==> src/include/sp_timer_pkg.sv <==
// package: register map, field layout, timing constants and carrier types
package sp_timer_pkg;
	localparam logic [5:0] OFS_PEAK_SAT = 6'h24;
	localparam logic [5:0] OFS_LEVEL_OBS = 6'h25;
	localparam logic [5:0] OFS_SYNC_SEARCH = 6'h26;
	localparam logic [5:0] OFS_SYNC_TO = 6'h27;
	localparam logic [5:0] OFS_START_ID_TO = 6'h28;
	localparam logic [5:0] OFS_MSG_END_TO = 6'h29;
	localparam logic [5:0] OFS_PHASE = 6'h2A;
	localparam logic [7:0] RST_PEAK_SAT = 8'h10;
	localparam logic [7:0] RST_LEVEL_OBS = 8'h00;
	localparam logic [7:0] RST_SYNC_SEARCH = 8'h87;
	localparam logic [7:0] RST_SYNC_TO = 8'hFF;
	localparam logic [7:0] RST_START_ID_TO = 8'h00;
	localparam logic [7:0] RST_MSG_END_TO = 8'h00;
	localparam int PRESCALE_MSB = 7;
	localparam int PRESCALE_LSB = 5;
	localparam int OBS_COUNT_MSB = 4;
	localparam int PRESCALE_BASE_LOG2 = 2;
	localparam int OBS_UNIT_CYCLES = 64;
	localparam logic [5:0] OBS_ZERO_AS = 6'd32;
	localparam int TIMEOUT_UNIT_CYCLES = 64 * 512;
	localparam int MSG_END_FACTOR = 2;
	typedef enum logic [3:0] {
		PH_IDLE = 4'b0001,
		PH_SYNC = 4'b0010,
		PH_START_ID = 4'b0100,
		PH_MSG_END = 4'b1000
	} phase_t;
	typedef struct packed {
		logic new_cycle;
		logic symbol_sync;
		logic start_id_found;
		logic message_end_found;
	} rx_events_t;
	typedef struct packed {
		logic timeout;
		logic obs_window_done;
		logic [7:0] peak_clamped;
		logic [7:0] sync_search_limit;
	} rx_status_t;
endpackage : sp_timer_pkg

==> src/rtl/self_poll_timeout_timers.sv <==
// self-polling timeout timers, observation window and peak clamp with Avalon-MM slave
//
// Overview of operation
// RULE1 - the 3-bit observation prescaler code selects factor 4 << code, so 4 up to 512.
// RULE2 - a nonzero 5-bit observation count N gives a window of N x factor x 64 clocks.
// RULE3 - an observation count of zero is treated as 32.
// RULE4 - the peak detector value is clamped at the 8-bit saturation threshold.
// RULE5 - the sync search limit is given in sixteenths of a bit, 0 none, 0xFF 15 15/16 bits.
// RULE6 - without symbol sync within N x 64 x 512 clocks the run cycle ends; N zero disables.
// RULE7 - with sync but no start identifier within N x 64 x 512 clocks the cycle ends.
// RULE8 - with start id but no message end within N x 64 x 512 x 2 clocks the cycle ends.
// RULE9 - all three timeout timers restart at each new run cycle.
// RULE10 - the sync timer resets to 0xFF while the start id and message end timers reset to 0.
// RULE11 - only the timer of the current phase runs, and all stop once the message is complete.
//
// The Avalon-MM slave port is this design's own decision.
`timescale 1ns/1ps
module self_poll_timeout_timers
	import sp_timer_pkg::*;
#(
	parameter int TIMEOUT_UNIT = TIMEOUT_UNIT_CYCLES,
	parameter int OBS_UNIT = OBS_UNIT_CYCLES
) (
	input wire logic sys_clk,
	input wire logic resetn,
	input wire logic [5:0] address,
	input wire logic read,
	input wire logic write,
	input wire logic [31:0] writedata,
	input wire logic [3:0] byteenable,
	output logic [31:0] readdata,
	output logic waitrequest,
	input wire rx_events_t events,
	input wire logic obs_start,
	input wire logic [7:0] peak_raw,
	output rx_status_t status
);
	////////////////////////////////////////////////////////////////////////////////
	// register file
	logic [7:0] peak_saturation_threshold, next_peak_saturation_threshold;
	logic [7:0] level_observation_time, next_level_observation_time;
	logic [7:0] sync_search_limit, next_sync_search_limit;
	logic [7:0] sync_timeout_count, next_sync_timeout_count;
	logic [7:0] start_id_timeout_count, next_start_id_timeout_count;
	logic [7:0] message_end_timeout_count, next_message_end_timeout_count;
	logic ack, next_ack;
	logic [31:0] next_readdata;
	phase_t phase, next_phase;

	// one wait state: the ack flop releases waitrequest after the first edge that sees a request
	assign waitrequest = (read | write) & ~ack;

	function automatic logic [31:0] zext(input logic [7:0] v);
		zext = {24'h0000_00, v};
	endfunction : zext

	// write decode and read mux; only byte lane 0 carries data
	always_comb begin
		next_peak_saturation_threshold = peak_saturation_threshold;
		next_level_observation_time = level_observation_time;
		next_sync_search_limit = sync_search_limit;
		next_sync_timeout_count = sync_timeout_count;
		next_start_id_timeout_count = start_id_timeout_count;
		next_message_end_timeout_count = message_end_timeout_count;
		next_ack = (read | write) & ~ack;
		next_readdata = readdata;
		if (write && !ack && byteenable[0]) begin
			unique case (address)
				OFS_PEAK_SAT: next_peak_saturation_threshold = writedata[7:0];
				OFS_LEVEL_OBS: next_level_observation_time = writedata[7:0];
				OFS_SYNC_SEARCH: next_sync_search_limit = writedata[7:0];
				OFS_SYNC_TO: next_sync_timeout_count = writedata[7:0];
				OFS_START_ID_TO: next_start_id_timeout_count = writedata[7:0];
				OFS_MSG_END_TO: next_message_end_timeout_count = writedata[7:0];
				default: ; // unmapped or read-only: write ignored
			endcase
		end
		if (read && !ack) begin
			unique case (address)
				OFS_PEAK_SAT: next_readdata = zext(peak_saturation_threshold);
				OFS_LEVEL_OBS: next_readdata = zext(level_observation_time);
				OFS_SYNC_SEARCH: next_readdata = zext(sync_search_limit);
				OFS_SYNC_TO: next_readdata = zext(sync_timeout_count);
				OFS_START_ID_TO: next_readdata = zext(start_id_timeout_count);
				OFS_MSG_END_TO: next_readdata = zext(message_end_timeout_count);
				OFS_PHASE: next_readdata = {27'h000_0000, status.timeout, phase};
				default: next_readdata = 32'h0000_0000;
			endcase
		end
	end

	// register file flops with documented reset values
	always_ff @(posedge sys_clk) begin
		if (!resetn) begin
			peak_saturation_threshold <= RST_PEAK_SAT;
			level_observation_time <= RST_LEVEL_OBS;
			sync_search_limit <= RST_SYNC_SEARCH;
			sync_timeout_count <= RST_SYNC_TO; // RULE10
			start_id_timeout_count <= RST_START_ID_TO; // RULE10
			message_end_timeout_count <= RST_MSG_END_TO; // RULE10
			ack <= 1'b0;
			readdata <= 32'h0000_0000;
		end else begin
			peak_saturation_threshold <= next_peak_saturation_threshold;
			level_observation_time <= next_level_observation_time;
			sync_search_limit <= next_sync_search_limit;
			sync_timeout_count <= next_sync_timeout_count;
			start_id_timeout_count <= next_start_id_timeout_count;
			message_end_timeout_count <= next_message_end_timeout_count;
			ack <= next_ack;
			readdata <= next_readdata;
		end
	end

	////////////////////////////////////////////////////////////////////////////////
	// observation window
	// 21 bits: the longest window, 32 x 512 x 64 clocks, is exactly 2^20 and needs the top bit
	logic [20:0] obs_left, next_obs_left;
	logic obs_done, next_obs_done;
	logic [5:0] obs_n;
	logic [20:0] obs_len;

	// zero count means 32 units, so the field never asks for an empty window
	assign obs_n = (level_observation_time[OBS_COUNT_MSB:0] == 5'h00) ? OBS_ZERO_AS // RULE3
		: {1'b0, level_observation_time[OBS_COUNT_MSB:0]}; // RULE2
	// factor 4 << code, times 64 clocks per unit
	assign obs_len = 21'((obs_n * OBS_UNIT)
		<< (level_observation_time[PRESCALE_MSB:PRESCALE_LSB] + PRESCALE_BASE_LOG2)); // RULE1 RULE2

	// countdown; done pulses one cycle when the window has lasted obs_len clocks
	always_comb begin
		next_obs_left = obs_left;
		next_obs_done = 1'b0;
		// full length is loaded, as for the timeout timers, so done lands obs_len edges after start
		if (obs_start) begin
			next_obs_left = obs_len; // RULE2
		end else if (obs_left == 21'd1) begin
			next_obs_left = 21'd0;
			next_obs_done = 1'b1;
		end else if (obs_left != 21'd0) begin
			next_obs_left = obs_left - 21'd1;
		end
	end

	always_ff @(posedge sys_clk) begin
		if (!resetn) begin
			obs_left <= 21'd0;
			obs_done <= 1'b0;
		end else begin
			obs_left <= next_obs_left;
			obs_done <= next_obs_done;
		end
	end

	////////////////////////////////////////////////////////////////////////////////
	// phase tracking and timeout timer
	logic [23:0] to_left, next_to_left;
	logic to_pulse, next_to_pulse;
	logic [7:0] peak_clamped, next_peak_clamped;

	function automatic logic [23:0] span(input logic [7:0] n, input int mult);
		span = 24'(n * TIMEOUT_UNIT * mult);
	endfunction : span

	// a timer value of zero disables that phase's timeout, so the phase waits for its event; a new cycle always reloads
	always_comb begin
		next_phase = phase;
		next_to_left = to_left;
		next_to_pulse = 1'b0;
		if (events.new_cycle) begin
			next_phase = PH_SYNC; // RULE9
			next_to_left = span(sync_timeout_count, 1); // RULE9 RULE6
		end else begin
			unique case (phase)
				PH_IDLE: ;
				PH_SYNC: begin
					if (events.symbol_sync) begin
						next_phase = PH_START_ID;
						next_to_left = span(start_id_timeout_count, 1); // RULE7 RULE11
					end else if (to_left == 24'd1) begin
						next_phase = PH_IDLE; // RULE6
						next_to_pulse = 1'b1;
						next_to_left = 24'd0;
					end else if (to_left != 24'd0) begin
						next_to_left = to_left - 24'd1;
					end
				end
				PH_START_ID: begin
					if (events.start_id_found) begin
						next_phase = PH_MSG_END;
						next_to_left = span(message_end_timeout_count, MSG_END_FACTOR); // RULE8
					end else if (to_left == 24'd1) begin
						next_phase = PH_IDLE; // RULE7
						next_to_pulse = 1'b1;
						next_to_left = 24'd0;
					end else if (to_left != 24'd0) begin
						next_to_left = to_left - 24'd1;
					end
				end
				PH_MSG_END: begin
					if (events.message_end_found) begin
						next_phase = PH_IDLE; // RULE11
						next_to_left = 24'd0;
					end else if (to_left == 24'd1) begin
						next_phase = PH_IDLE; // RULE8
						next_to_pulse = 1'b1;
						next_to_left = 24'd0;
					end else if (to_left != 24'd0) begin
						next_to_left = to_left - 24'd1;
					end
				end
				default: next_phase = PH_IDLE;
			endcase
		end
		// clamp is a plain min, registered so status stays a flop output
		next_peak_clamped = (peak_raw > peak_saturation_threshold)
			? peak_saturation_threshold : peak_raw; // RULE4
	end

	always_ff @(posedge sys_clk) begin
		if (!resetn) begin
			phase <= PH_IDLE;
			to_left <= 24'd0;
			to_pulse <= 1'b0;
			peak_clamped <= 8'h00;
		end else begin
			phase <= next_phase;
			to_left <= next_to_left;
			to_pulse <= next_to_pulse;
			peak_clamped <= next_peak_clamped;
		end
	end

	// search limit is passed to the sync searcher unchanged, unit T/16
	assign status.timeout = to_pulse;
	assign status.obs_window_done = obs_done;
	assign status.peak_clamped = peak_clamped;
	assign status.sync_search_limit = sync_search_limit; // RULE5

	////////////////////////////////////////////////////////////////////////////////
	// assertions
	int unsigned sync_age;
	always_ff @(posedge sys_clk) begin
		if (!resetn || events.new_cycle || phase != PH_SYNC) sync_age <= 0;
		else sync_age <= sync_age + 1;
	end

	// edges since the last observation start; a counter instead of a long repeat keeps tools fast
	logic [20:0] obs_age;
	logic [20:0] obs_len_seen;
	always_ff @(posedge sys_clk) begin
		if (!resetn) begin
			obs_age <= 21'd0;
			obs_len_seen <= 21'd0;
		end else if (obs_start) begin
			obs_age <= 21'd0;
			obs_len_seen <= obs_len;
		end else if (obs_age != 21'h1F_FFFF) begin
			obs_age <= obs_age + 21'd1; // saturates, so a stale age never wraps to a match
		end
	end

	clamp_bound_a: assert property (@(posedge sys_clk) disable iff (!resetn) // RULE4
		peak_clamped <= $past(peak_saturation_threshold) || $past(!resetn))
		else $error("peak above threshold");
	sync_reset_a: assert property (@(posedge sys_clk) // RULE10
		$past(!resetn) |-> sync_timeout_count == 8'hFF && start_id_timeout_count == 8'h00
		&& message_end_timeout_count == 8'h00)
		else $error("timer reset values wrong");
	new_cycle_a: assert property (@(posedge sys_clk) disable iff (!resetn) // RULE9
		events.new_cycle |=> phase == PH_SYNC && to_left == span($past(sync_timeout_count), 1))
		else $error("new cycle did not restart timers");
	sync_timeout_a: assert property (@(posedge sys_clk) disable iff (!resetn) // RULE6
		$rose(to_pulse) && $past(phase) == PH_SYNC |-> sync_age ==
		span(sync_timeout_count, 1))
		else $error("sync timeout at wrong time");
	disabled_timer_a: assert property (@(posedge sys_clk) disable iff (!resetn) // RULE6
		phase == PH_SYNC && to_left == 24'd0 |-> !next_to_pulse)
		else $error("disabled timer fired");
	start_id_load_a: assert property (@(posedge sys_clk) disable iff (!resetn) // RULE8
		phase == PH_START_ID && !events.new_cycle && events.start_id_found
		|=> to_left == span($past(message_end_timeout_count), 2)) // RULE8
		else $error("message end load wrong");
	sync_to_id_a: assert property (@(posedge sys_clk) disable iff (!resetn) // RULE7
		phase == PH_SYNC && !events.new_cycle && events.symbol_sync
		|=> phase == PH_START_ID && to_left == span($past(start_id_timeout_count), 1))
		else $error("start id phase load wrong");
	msg_done_a: assert property (@(posedge sys_clk) disable iff (!resetn) // RULE11
		phase == PH_MSG_END && !events.new_cycle && events.message_end_found
		|=> phase == PH_IDLE ##1 !to_pulse)
		else $error("timers not stopped after message");
	obs_len_a: assert property (@(posedge sys_clk) disable iff (!resetn) // RULE2
		obs_done |-> obs_age == obs_len_seen)
		else $error("observation window length wrong");
	obs_zero_a: assert property (@(posedge sys_clk) disable iff (!resetn) // RULE3
		level_observation_time == 8'h00 |-> obs_len == 21'd8192) // RULE1
		else $error("zero count not treated as 32");

	cover_timeout_c: cover property (@(posedge sys_clk) disable iff (!resetn) to_pulse);
	cover_message_c: cover property (@(posedge sys_clk) disable iff (!resetn)
		phase == PH_MSG_END ##1 phase == PH_IDLE);
	cover_obs_c: cover property (@(posedge sys_clk) disable iff (!resetn) obs_done);
	cover_start_id_c: cover property (@(posedge sys_clk) disable iff (!resetn)
		phase == PH_SYNC ##1 phase == PH_START_ID);
	cover_restart_c: cover property (@(posedge sys_clk) disable iff (!resetn)
		phase == PH_SYNC && to_left != 24'd0 ##1 events.new_cycle);
endmodule : self_poll_timeout_timers

==> config.mk <==
export PLATFORM = sky130hd
export DESIGN_NAME = self_poll_timeout_timers
export DESIGN_NICKNAME = d
export VERILOG_FILES = /design/src/include/sp_timer_pkg.sv /design/src/rtl/self_poll_timeout_timers.sv
export SDC_FILE = /design/constraint.sdc
export NUM_CORES = 1
export LEC_CHECK = 0
export BUFFER_PORTS_ARGS = -buffer_cell sky130_fd_sc_hd__buf_4
export CAP_MARGIN = 30
export CORE_ASPECT_RATIO = 1.75
export CORE_UTILIZATION = 50
export CTS_BUF_LIST = sky130_fd_sc_hd__clkbuf_4 sky130_fd_sc_hd__clkbuf_8 sky130_fd_sc_hd__clkbuf_16
export DETAILED_ROUTE_END_ITERATION = 12
export PLACE_DENSITY_LB_ADDON = 0.05
export SKIP_LAST_GASP = 1
export SLEW_MARGIN = 20
export SYNTH_ARGS = -nofsm -noshare
export SYNTH_HDL_FRONTEND = slang
export SYNTH_SLANG_ARGS = --single-unit
==> constraint.sdc <==
create_clock -name sys_clk -period 2.1 [get_ports sys_clk]
set_input_delay 0 -clock sys_clk [delete_from_list [all_inputs] [get_ports sys_clk]]
set_output_delay 0 -clock sys_clk [all_outputs]
set_load 0.1 [all_outputs]
==> results.txt, run 1 <==
- The initial antenna violation count is 0.
- Top cell family by delay on the critical path: simple AND/OR/NAND/NOR gates
* Internal power of the cells: 5.80 mW
* Clock network fraction of total power: 38.6%
* Clock transition at the registers of the reported paths: 0.06 ns
- Final wirelength: 20,500 um
- The worst setup path is of the reg2reg kind.
- Critical path launch point type: flip-flop
- Synthesized flop and latch total: 116
- Multi-input gate area in the final layout: 0.00410 mm^2
- Final hold violation count: 0
- Most instantiated library cell after synthesis: dfxtp_1
- Part of the total power dissipated in combinational logic: 31.9%
- Clock tree synthesis selected as its root buffer the cell clkbuf_16.
* Async S/R FF share, synth: 0%
- Launch point of the critical path: to_left[16]
- The finished layout holds 1,144 standard cells, fillers aside.
- For this run, design rule violations remaining after detail routing come to 0.
- Clock latency on the worst-skew pair, taken at its later pin, is 0.42 ns.
* Io pins: 110
- Worst Max-Slew Pin Slew: 0.726 ns
* Routability congestion estimate: 0.906
- For the worst setup path, the data required time is 2.40 ns.
- CTS tree: yes
- The worst hold path belongs to the class in2reg.
- The cell area that synthesis handed to floorplanning was 0.00680 mm^2.
- The detailed router finished its first iteration with 473 violations.
- Before antenna repair, the detailed router went through 5 iterations.
- Dividing total power by cell area gives a power density of 1010 mW/mm^2.
- ANT cells: 0
* Vias in the first global route: 6,760
- The die covers 0.0141 mm^2.
- Data arrives at the worst endpoint at 2.36 ns.
- Critical path destination: to_left[23]
* Total track usage: 29.4%
- In this run the deepest clock path goes through 2 buffers.
- Number of cells traversed by the worst register-to-register path: 5
* Instance count on the critical path: 5
* Detailed-route vias per instance: 6.06
- Relative to the synthesized area, the layout overhead comes to 26.1%.
- The critical path goes through or3_4 > or4_1 > or4_1 > a21oi_1 > o21ai_1.
- The worst register-to-register path begins at to_left[16].
- Buffers added on ports: 58
- Detailed placement ended at an HPWL of 15,000 um.
- On the worst path, the slowest cell contributes a delay of 0.47 ns.
- Total buffers and inverters traversed by the critical path: 0
* Kind of end point of the critical path: flip-flop
* Sequential Area: 0.00233 mm^2
* Cell accounting for the most synthesized area: dfxtp_1
- Number of cell rows: 56
- The synthesized design contains 0 enable-type register cells.
* Worst clock skew: 0.00786 ns
- Number of nets in the final layout: 1,030
- Buffers added to address setup during post-CTS repair amount to 0.
* Part of the Yosys area used for sequential elements: 34.2%
- In this run switching power makes up 33.2% of total power.
- The die is 156 um tall.
- Core Region: 0.0133 mm^2
- Setup total negative slack on the finished layout was measured at 0 ns.
- In this run the tightest slew margin relative to its limit is 51.4%.
- After layout, the worst path uses 97.9% of the clock period.
* Number of buffers inserted during clock tree synthesis: 17
- Yosys mapped the design onto 85 distinct sky130hd cell types.
- Measured along the x axis, the die boundary spans 90.1 um.
- Setup repair after global routing could not meet its margin everywhere.
- In this run the critical register-to-register path is captured at to_left[23].
- Most numerous cell types in the synthesized netlist: dfxtp_1 (116), nand2_1 (93), a21oi_1 (79), nand3_1 (76), nor2_1 (52)
* Detailed-route wire length per cell: 17.9 um
- Post-route ant nets: 0
- Average cell area after synthesis: 7.95 um^2
- Of all nets on the critical path, the largest fanout is 5.
* Final setup viols: 0
- The clock drives 116 sinks.
- During synthesis, Yosys emitted a total of 0 warnings.
* Starting Density: 51.0%
- The first global-routing pass estimated 32,900 um of wire.
- IR analysis of the VDD net gives a maximum drop of 519 uV.
- For this block, the via count after detailed routing is 6,928.
- # placed instances: 1,091
* Max-capacitance violation count: 0
* Share of final-layout standard cells stronger than drive strength 1: 20.5%
- Subtracting the final worst setup slack from the clock period gives 2.06 ns.
* Post-synthesis instance total: 855
- Static timing analysis puts the maximum clock frequency at 487 MHz.
- CTS built an H-tree with a depth of 4.
- For this design the total switching power over the nets is 2.88 mW.
* Global route overflow: 0
* Worst path most repeated cell: or4_1
- Most used flip-flop cell after synthesis: dfxtp_1
- In this run the static leakage power is 3.28 nW.
- Fillers: 1,179
* FF-to-FF setup slack: 0.04 ns
* Ranking of synthesized cells by area: dfxtp_1 (34%), a21oi_1 (5.8%), nand3_1 (5.6%), nand2_1 (5.1%), buf_4 (3.0%)
- The max-slew violation count was 0.
- The share of total power dissipated in sequential elements is 29.4%.
* Fraction of synthesized cell area taken by the top area cell type: 34.2%
- Maximum number of pins on one net before global-route repair: 57
- The flow ran to the end, and the final reports show no timing, DRC or antenna violations.
- Cell type of the slowest stage on the worst timing path: or4_1
* Worst Hold Path Cells: 4
kinds of logic (layout without fill, tap and decap cells):
logic type               Yosys count  after routing  share of synthesized area, %
AND/OR/NAND/NOR                  341            341                          26.6
XOR/XNOR                          25             25                          3.22
AO/OA/AOI/OAI                    242            242                          24.1
buffers and inverters            108            200                          7.86
multiplexers                       8              8                          1.42
adder cells (fa/ha/maj)           14             14                          2.58
other                              1             24                        0.0552
flip-flops                       116            116                          34.2
timing repair:
action | 4_1_cts | 5_1_grt
setup endpoints to repair | 3 | 34
hold buffers | 21 | 0
endpoints found under the hold margin | 65 | 0
pin swaps | 1 | 5
resized for setup | 2 | 16
per-layer routing:
| metal | up-vias | wire (um) | global-route usage (%) | share of wire, % |
|---|---|---|---|---|
| met3 | 78 | 1110 | 5.49 | 5.4 |
| met5 | - | 0 | 0 | 0 |
| met4 | 0 | 1070 | 18.4 | 5.2 |
| met2 | 286 | 10800 | 55.3 | 53 |
| li1 | 3314 | - | - | - |
| met1 | 3250 | 7550 | 29.4 | 37 |
layout make-up:
cell class                 count  area share [%]
multi-input combinational    654            47.9
clock buffer                  20            5.30
tap                          174            2.54
clock inverter                12            2.64
inverter                      27            1.18
sequential                   116            27.2
timing repair buffer         141            13.3
worst register-to-register path, stage by stage, from the launching register on:
cell and delay, ns:
dfxtp_1 0.37, or3_4 0.44, or4_1 0.47, or4_1 0.44, a21oi_1 0.16, o21ai_1 0.07
through the flow:
stage | hold slack [ns] | utilization (%) | instance area, um^2 | worst slack [ns] | power (mW)
floorplan | 0.124 | - | 6890 | 0.00206 | 4.45
global placement | 0.294 | 57.0 | 7590 | 0.0416 | 5.17
detailed placement | 0.299 | 57.0 | 7590 | -0.0130 | 5.23
CTS | 0.0172 | 63.8 | 8490 | 0.00876 | 8.62
global route | 0.0437 | 64.4 | 8570 | -0.0347 | 9.05
finish | 0.0303 | 64.4 | 8570 | 0.0448 | 8.67
how the worst min path moves through the flow:
stage,slack [ns],startpoint,endpoint
after floorplan,0.12,writedata[0],sync_timeout_count[0]
after global placement,0.29,peak_raw[4],peak_clamped[4]
after detailed placement,0.30,peak_raw[7],peak_clamped[7]
after CTS,0.02,events[0],to_pulse
after global routing,0.04,events[0],to_pulse
final,0.03,events[0],to_pulse
layout by cell type, fill, tap and decap left out, drive strengths merged, types with 5 or more instances in the layout:
master | Yosys | routed
xor2 | 13 | 13
clkbuf | 42 | 20
nand4 | 10 | 10
a22oi | 26 | 26
nor2 | 52 | 52
xnor2 | 12 | 12
dfxtp | 116 | 116
and3 | 7 | 7
dlygate4sd3 | 0 | 21
inv | 27 | 27
a21oi | 80 | 80
nor4 | 15 | 15
conb | 1 | 24
nor3 | 22 | 22
or3 | 7 | 7
nand2 | 93 | 93
ha | 14 | 14
a211oi | 9 | 9
bufinv | 0 | 6
a21o | 5 | 5
o21ai | 35 | 35
o31ai | 6 | 6
nor2b | 6 | 6
and2 | 5 | 5
or4 | 10 | 10
a31oi | 7 | 7
nand2b | 8 | 8
nand3 | 77 | 77
o211ai | 9 | 9
buf | 39 | 120
nor3b | 11 | 11
a31o | 8 | 8
a222oi | 6 | 6
power by group through the flow:
stage          Clock [mW]  Sequential [mW]  Combinational, mW
3_5_place_dp            0             2.59               2.63
3_3_place_gp            0             2.58               2.59
4_1_cts              3.38             2.55               2.69
2_1_floorplan           0             2.61               1.83
6_report             3.35             2.55               2.77
5_1_grt              3.47             2.58               3.00
state kept, by name, summed over array words and instances, names as in the netlist:
register,flops
peak_clamped,8
obs_done,1
obs_left,21
sync_search_limit,8
readdata,8
to_left,24
message_end_timeout_count,8
start_id_timeout_count,8
peak_saturation_threshold,8
phase,4
level_observation_time,8
to_pulse,1
ack,1
sync_timeout_count,8
Note: power is estimated with default switching activity, not from simulation.
==> run 2, diff against run 1 <==
--- a/config.mk
+++ b/config.mk
@@ -5,11 +5,12 @@
 export SDC_FILE = /design/constraint.sdc
 export NUM_CORES = 1
 export LEC_CHECK = 0
-export BUFFER_PORTS_ARGS = -buffer_cell sky130_fd_sc_hd__buf_4
+export BUFFER_PORTS_ARGS = -buffer_cell sky130_fd_sc_hd__buf_2
 export CAP_MARGIN = 30
 export CORE_ASPECT_RATIO = 1.75
 export CORE_UTILIZATION = 50
 export CTS_BUF_LIST = sky130_fd_sc_hd__clkbuf_4 sky130_fd_sc_hd__clkbuf_8 sky130_fd_sc_hd__clkbuf_16
+export CTS_CLUSTER_SIZE = 28
 export DETAILED_ROUTE_END_ITERATION = 12
 export PLACE_DENSITY_LB_ADDON = 0.05
 export SKIP_LAST_GASP = 1
==> run 2 against run 1 <==
- via count up 0.84%
- design area down 2.2%
- worst hold slack worse by 0.0073 ns
- combinational power down 3%
- non-clock buffer count up 2
- setup slack worse by 0.0096 ns
- fmax down 0.47%
- critical path type unchanged
- largest power group unchanged
- highest routed layer unchanged
==> results.txt, run 2 (same netlist as run 1, synthesis figures left out) <==
- Result of the run: finished, final reports clean (unchanged)
* Clock buffer depth: 2 (unchanged)
* Worst Path Arrival: 2.35 ns (was 2.36 ns)
* Number of optimization iterations in the first detailed-route pass: 6 (was 5)
- The depth of the worst register-to-register path came to 8 (was 5).
* Worst clock skew: 0.00811 ns (was 0.00786 ns)
- The aggregate routed wire length came to 21,100 um (was 20,500 um).
- The origin of the critical flop-to-flop path is to_left[1] (was to_left[16]).
* Buffers added on ports: 58 (unchanged)
- Global route overflow: 0 (unchanged)
- The max-cap check violation count was 0 (unchanged).
- Clock latency reported for the late side of the worst-skew pair: 0.41 ns (was 0.42 ns)
- Final worst path period share: 98.3% (was 97.9%)
* Power per cell area: 978 mW/mm^2 (was 1010 mW/mm^2)
- The final net count is 1,032 (was 1,030).
- Max FFs per register: 24 (unchanged)
- The final total negative setup slack came to 0 ns (unchanged).
- Die span in y: 156 um (unchanged)
- Kind of end point of the critical path: flip-flop (unchanged)
- Reg2reg end: to_left[20] (was to_left[23])
- The initial antenna violation count is 0 (unchanged).
- The required time at the endpoint of the critical path is 2.39 ns (was 2.40 ns).
- The maximum number of pins on one net before global-route repair was 54 (was 57).
- The antenna diode instance count is 0 (unchanged).
- The final routed DRC violation total came to 0 (unchanged).
- Critical Path, Cell by Cell: inv_2 > ha_4 > or3b_4 > nor4_4 > buf_4 > a21oi_1 > o211ai_1 > a31oi_1 (was or3_4 > or4_1 > or4_1 > a21oi_1 > o21ai_1).
- The worst max-slew margin expressed relative to the limit was 52.4% (was 51.4%).
- The master of the slowest instance on the critical path is or3b_4 (was or4_1).
- The filler cell count is 1,171 (was 1,179).
* Core Region: 0.0133 mm^2 (unchanged)
- WS Path Type: reg2reg (unchanged)
- Final hold violation count: 0 (unchanged)
- Launch point of the critical path: to_left[1] (was to_left[16])
* First-iteration detailed-routing DRC count: 408 (was 473)
- First-pass GRT wire length: 34,100 um (was 32,900 um)
- Total track usage: 30.3% (was 29.4%)
* Highest-count cells in the layout ignoring fill and taps: dfxtp_1 (113), nand2_1 (93), a21oi_1 (79) (was buf_4 (118), dfxtp_1 (113), nand2_1 (93))
- Number of buffers inserted during clock tree synthesis: 17 (unchanged)
- Overall power after layout: 8.19 mW (was 8.67 mW)
- The clock tree from TritonCTS is yes (unchanged).
- Worst Max-Slew Pin Slew: 0.711 ns (was 0.726 ns)
- Routability congestion estimate: 0.952 (was 0.906)
- Post-route ant nets: 0 (unchanged)
- The largest fanout on the critical path is 6 (was 5).
- CTS H-Tree Depth: 4 (unchanged)
* Critical path launch point type: flip-flop (unchanged)
- Layout area overhead: 23.3% (was 26.1%)
* Critical path destination: to_left[20] (was to_left[23])
- The fmax was 484 MHz (was 487 MHz).
- Path category of the worst min-delay check: in2reg (unchanged)
- The shortest period the worst path allows was 2.06 ns (about the same).
- The leading cell type in the layout, fill and taps excluded is dfxtp_1 (was buf_4).
- The number of standard-cell rows in the floorplan is 56 (unchanged).
- Final hold slack: 0.0230 ns (was 0.0303 ns)
- The via count of the first global-routing pass came to 6,952 (was 6,760).
- Maximum single-stage delay on the critical path: 0.40 ns (was 0.47 ns)
- The fraction of layout cells with a size suffix above 1 came to 21.5% (was 20.5%).
- IR drop worst, VDD: 555 uV (was 519 uV)
- Clock transition at the registers of the reported paths: 0.06 ns (about the same)
- RSZ-0062 raised after global routing: true (unchanged)
- The die extent in x is 90.1 um (unchanged).
- The final count of negative-setup-slack endpoints came to 0 (unchanged).
- The effective utilization at floorplan was 51.0% (unchanged).
* # placed instances: 1,091 (unchanged)
* Die Outline Area: 0.0141 mm^2 (unchanged)
- Count of vias placed by the detailed router: 6,986 (was 6,928)
* Reported leakage power: 3.22 nW (was 3.28 nW)
* Detailed-route vias per instance: 6.10 (was 6.06)
- The average routed wire per standard cell came to 18.4 um (was 17.9 um).
* Largest registers: to_left (24), obs_left (21) (unchanged)
- Post-detailed-placement half-perimeter wirelength: 15,400 um (was 15,000 um)
* Final Slew Violations: 0 (unchanged)
* Reg with most FFs: to_left (unchanged)
* FF-to-FF setup slack: 0.04 ns (about the same)
* Root buffer selected by CTS: clkbuf_16 (unchanged)
- Io pins: 110 (unchanged)
- The clock sink total is 116 (unchanged).
* Non-filler cells in the finished layout: 1,146 (was 1,144)
-- run 2: layout make-up --
cell class	count	area [um^2]	share of cell area, %
clock inverters	13	150	1.79
multi-input cells	654	4120	49.2
flip-flops and latches	116	2330	27.8
clock buffers	19	453	5.41
inverters	27	101	1.21
well taps	174	218	2.60
repair buffers	143	1000	12.0
-- run 2: how the worst min path moves through the flow --
| stage | from | endpoint | slack (ns) | depth (start not counted) |
|---|---|---|---|---|
| after floorplan | writedata[0] | sync_timeout_count[0] | 0.12 | 2 |
| after global placement | peak_raw[1] | peak_clamped[1] | 0.29 | 3 |
| after detailed placement | peak_raw[0] | peak_clamped[0] | 0.29 | 3 |
| after CTS | events[3] | phase[0] | 0.006 | 2 |
| after global routing | events[2] | phase[3] | 0.02 | 3 |
| final | events[2] | phase[3] | 0.02 | 3 |
-- run 2: worst max-delay path, delay by kind of cell, from the launching register on --
kind | cells | cell delay [ns]
flip-flops | 1 | 0.34
adder cells (fa/ha/maj) | 1 | 0.14
AO/OA/AOI/OAI | 3 | 0.44
buffers and inverters | 2 | 0.30
AND/OR/NAND/NOR | 2 | 0.73
-- run 2: what timing repair did --
| action | in CTS | in global routing |
|---|---|---|
| hold endpoints to repair | 60 | 0 |
| pin swaps | 1 | 10 |
| hold buffers | 20 | 0 |
| endpoints found under the setup margin | 2 | 30 |
| setup buffers | 0 | 3 |
| resized for setup | 1 | 24 |
-- run 2: through the flow --
stage | utilization, % | instance area (um^2) | setup slack [ns]
2_1_floorplan | - | 6890 | 0.00206
3_3_place_gp | 56.0 | 7450 | 0.0571
3_5_place_dp | 56.0 | 7450 | -0.0188
4_1_cts | 62.0 | 8260 | 0.0279
5_1_grt | 62.9 | 8380 | -0.0426
6_report | 62.9 | 8380 | 0.0352
-- run 2: where the power goes --
part	total (mW)	internal, mW	switching, mW
Sequential	2.55	2.37	0.183
Clock	2.95	1.83	1.12
Combinational	2.69	1.09	1.60
-- run 2: metal layers --
layer / track usage (%) / part of all wire, % / vias up
met4: 19.2 / 5.5 / 0
met5: 0 / 0 / -
met1: 30.6 / 36 / 3285
met2: 56.9 / 53 / 307
li1: - / - / 3308
met3: 5.25 / 5.1 / 86
==> run 3, diff against run 2 <==
==> constraint.sdc (replaced) <==
create_clock -name sys_clk -period 2.4 [get_ports sys_clk]
set_input_delay 0 -clock sys_clk [delete_from_list [all_inputs] [get_ports sys_clk]]
set_output_delay 0 -clock sys_clk [all_outputs]
set_load 0.1 [all_outputs]
==> run 3 against run 2 <==
- combinational power is 19% lower
- final cell count is 3.2% lower
- utilization is 2.7 points lower
- via count is 3.3% lower
- die area unchanged
- highest routed layer unchanged
==> results.txt, run 3 (same netlist as run 1, synthesis figures left out) <==
- Final hold slack: 0.00493 ns (was 0.0230 ns)
* Most common cell after layout, fill and taps aside: dfxtp_1 (unchanged)
- Final worst-path setup slack: 0.144 ns (was 0.0352 ns)
- WS Path Type: reg2reg (unchanged)
- The final total negative setup slack is 0 ns (unchanged).
- Fillers: 1,225 (was 1,171)
- Number of nets in the final layout: 995 (was 1,032)
- The power density normalized to cell area was 889 mW/mm^2 (was 978 mW/mm^2).
- The clock sink total is 116 (unchanged).
* Clock buffer depth: 2 (unchanged)
- Maximum single-stage delay on the critical path: 0.59 ns (was 0.40 ns)
* Number of cells traversed by the worst register-to-register path: 7 (was 8)
- The weighted congestion reported at the end of routability-driven placement is 0.899 (was 0.952).
- The total area of multi-input combinational cells was 0.00404 mm^2 (was 0.00412 mm^2).
* Peak Freq: 443 MHz (was 484 MHz)
- Core Region: 0.0133 mm^2 (unchanged)
- Reported net switching power: 2.53 mW (was 2.90 mW)
- ANT cells: 0 (unchanged)
- # placed instances: 1,058 (was 1,091)
* Root buffer selected by CTS: clkbuf_16 (unchanged)
- Max-capacitance violation count: 0 (unchanged)
- IR drop worst, VDD: 557 uV (was 555 uV)
* Worst clock skew: 0.0127 ns (was 0.00811 ns)
- The startpoint of the tightest hold check path is events[2] (unchanged).
- Highest-count cells in the layout ignoring fill and taps: dfxtp_1 (116), nand2_1 (93), a21oi_1 (79) (was dfxtp_1 (113), nand2_1 (93), a21oi_1 (79)).
- The initial antenna violation count was 0 (unchanged).
- The sequential group share of total power came to 31.3% (was 31.1%).
- Largest registers: to_left (24), obs_left (21) (unchanged).
- Critical Path Fanout Max: 5 (was 6)
* Part of the total power dissipated in combinational logic: 30.8% (was 32.9%)
- The number of standard-cell rows in the floorplan was 56 (unchanged).
* Vias in the first global route: 6,477 (was 6,952)
- Clock transition at the registers of the reported paths: 0.05 ns (was 0.06 ns)
- Clock network fraction of total power: 37.9% (was 36.0%)
* Reported leakage power: 3.02 nW (was 3.22 nW)
- The y dimension of the die is 156 um (unchanged).
- The master of the slowest instance on the critical path is or4b_1 (was or3b_4).
- Number of optimization iterations in the first detailed-route pass: 6 (unchanged)
- The transition time at the pin with the least slew margin came to 0.783 ns (was 0.711 ns).
* Max FFs per register: 24 (unchanged)
- The fraction of layout cells with a size suffix above 1 was 16.4% (was 21.5%).
- The shortest period the worst path allows is 2.26 ns (was 2.06 ns).
- FF-to-FF setup slack: 0.14 ns (was 0.04 ns)
- CTS H-Tree Depth: 4 (unchanged)
* Die Outline Area: 0.0141 mm^2 (unchanged)
- The register area was 0.00232 mm^2 (was 0.00233 mm^2).
- The leftover overflow at the end of global routing came to 0 (unchanged).
- The highest metal layer with signal wires is met4 (unchanged).
* Sw Ratio: 35.5% (about the same)
* Critical path launch point type: flip-flop (unchanged)
- The count of input and output buffers is 58 (unchanged).
- The cell count of the worst hold path is 3 (unchanged).
* Path category of the worst min-delay check: in2reg (unchanged)
- Hold worst-path end: phase[3] (unchanged)
- Number of buffers inserted during clock tree synthesis: 17 (unchanged)
- RSZ-0062 raised after global routing: false (was true).
- Layout area overhead: 18.0% (was 23.3%)
- The internal cell power was 4.60 mW (was 5.29 mW).
- Width of the die: 90.1 um (unchanged)
- The I/O pin count was 110 (unchanged).
- The met1 layer wirelength in the final routing was 7730 um (was 7660 um).
- Total met3 wirelength after detailed routing: 954 um (was 1070 um)
* Post-detailed-placement half-perimeter wirelength: 14,800 um (was 15,400 um)
* Result of the run: finished, final reports clean (unchanged)
- Critical Path, Cell by Cell: inv_1 > ha_1 > or4b_1 > nor2_1 > nand3_2 > a311o_1 > a21oi_1 (was inv_2 > ha_4 > or3b_4 > nor4_4 > buf_4 > a21oi_1 > o211ai_1 > a31oi_1).
- Worst EP required: 2.74 ns (was 2.39 ns)
- Detailed-route vias per instance: 6.09 (was 6.10)
- Residual DRC: 0 (unchanged)
* Final Slew Violations: 0 (unchanged)
* First-pass GRT wire length: 32,200 um (was 34,100 um)
- The total setup buffers inserted after CTS came to 0 (unchanged).
* Count of vias placed by the detailed router: 6,754 (was 6,986)
- The terminus of the critical flop-to-flop path is obs_left[11] (was to_left[20]).
* Final hold violation count: 0 (unchanged)
* Starting Density: 51.0% (unchanged)
- Clock latency reported for the late side of the worst-skew pair: 0.42 ns (was 0.41 ns)
- Core occupancy in the finished layout: 60.2% (was 62.9%)
- The clock tree from TritonCTS is yes (unchanged).
* Final setup viols: 0 (unchanged)
- The average routed wire per standard cell came to 18.5 um (was 18.4 um).
- The global-route total usage across every layer is 28.9% (was 30.3%).
* First-iteration detailed-routing DRC count: 432 (was 408)
- The worst max-slew margin expressed relative to the limit came to 47.1% (was 52.4%).
- Reg with most FFs: to_left (unchanged)
- The origin of the critical flop-to-flop path is obs_left[0] (was to_left[1]).
* Worst Path Arrival: 2.60 ns (was 2.35 ns)
- The routed wire length on met2 came to 10,700 um (was 11,200 um).
- Post-place setup slack: 0.0909 ns (was -0.0188 ns)
- The final clock period utilization by the worst path is 94.0% (was 98.3%).
- Post-route ant nets: 0 (unchanged)
- The kind of capture point of the worst setup path was a flip-flop (unchanged).
- The aggregate routed wire length was 20,500 um (was 21,100 um).
- The maximum number of pins on one net before global-route repair is 58 (was 54).
- Non-filler cells in the finished layout: 1,109 (was 1,146)
-- run 3: cell types whose count changed in the layout (fill, tap and decap cells not counted), moves of 2 or more --
cell,before,now
dfxtp_1,113,116
ha_1,12,14
inv_2,2,0
dfxtp_2,2,0
buf_4,63,28
nor2_1,50,52
nor4_2,3,0
nor4_1,10,13
nor2_2,2,0
inv_1,24,26
-- run 3: repair_timing --
action	in CTS	in global routing
hold buffers	19	0
endpoints found under the setup margin	0	9
endpoints found under the hold margin	60	0
resized for setup	0	2
-- run 3: metal layers --
| metal | track usage (%) | vias to the layer above |
|---|---|---|
| li1 | - | 3240 |
| met1 | 29.6 | 3176 |
| met2 | 54.5 | 263 |
| met3 | 4.86 | 75 |
| met4 | 17.1 | 0 |
| met5 | 0 | - |
-- run 3: layout make-up --
type | instances | share of cell area (%)
clock buffers | 19 | 5.65
well taps | 174 | 2.71
multi-input cells | 654 | 50.4
repair buffers | 106 | 8.86
flip-flops and latches | 116 | 29.0
inverters | 27 | 1.26
clock inverters | 13 | 2.15
-- run 3: how the worst max path moves through the flow --
stage | from | endpoint | cells past startpoint | slack [ns]
2_1_floorplan | to_left[0] | to_left[13] | 8 | 0.21
3_3_place_gp | phase[2] | to_left[16] | 5 | 0.18
3_5_place_dp | phase[2] | to_left[16] | 5 | 0.09
4_1_cts | phase[2] | to_left[16] | 5 | 0.07
5_1_grt | to_left[0] | to_left[10] | 6 | 0.03
6_report | obs_left[0] | obs_left[11] | 7 | 0.14
-- run 3: power groups by stage --
stage,Clock (mW),Sequential (mW),Combinational [mW]
final,2.70,2.23,2.19
after global routing,2.80,2.25,2.38
after CTS,2.71,2.23,2.16
after detailed placement,0,2.27,2.12
after global placement,0,2.26,2.09
after floorplan,0,2.29,1.60
-- run 3: through the flow --
stage	area (um^2)	power, mW
2_1_floorplan	6880	3.89
4_1_cts	8000	7.10
3_3_place_gp	7190	4.35
5_1_grt	8020	7.44
6_report	8020	7.13
3_5_place_dp	7190	4.39
-- run 3: worst max-delay path: cells and delay by family, from the launching register on --
family / cells / cell delay, ns
and+or+nand+nor: 3 / 1.00
AOI/OAI and AO/OA: 2 / 0.51
DFF: 1 / 0.34
adders and majority gates: 1 / 0.23
buffers and inverters: 1 / 0.11
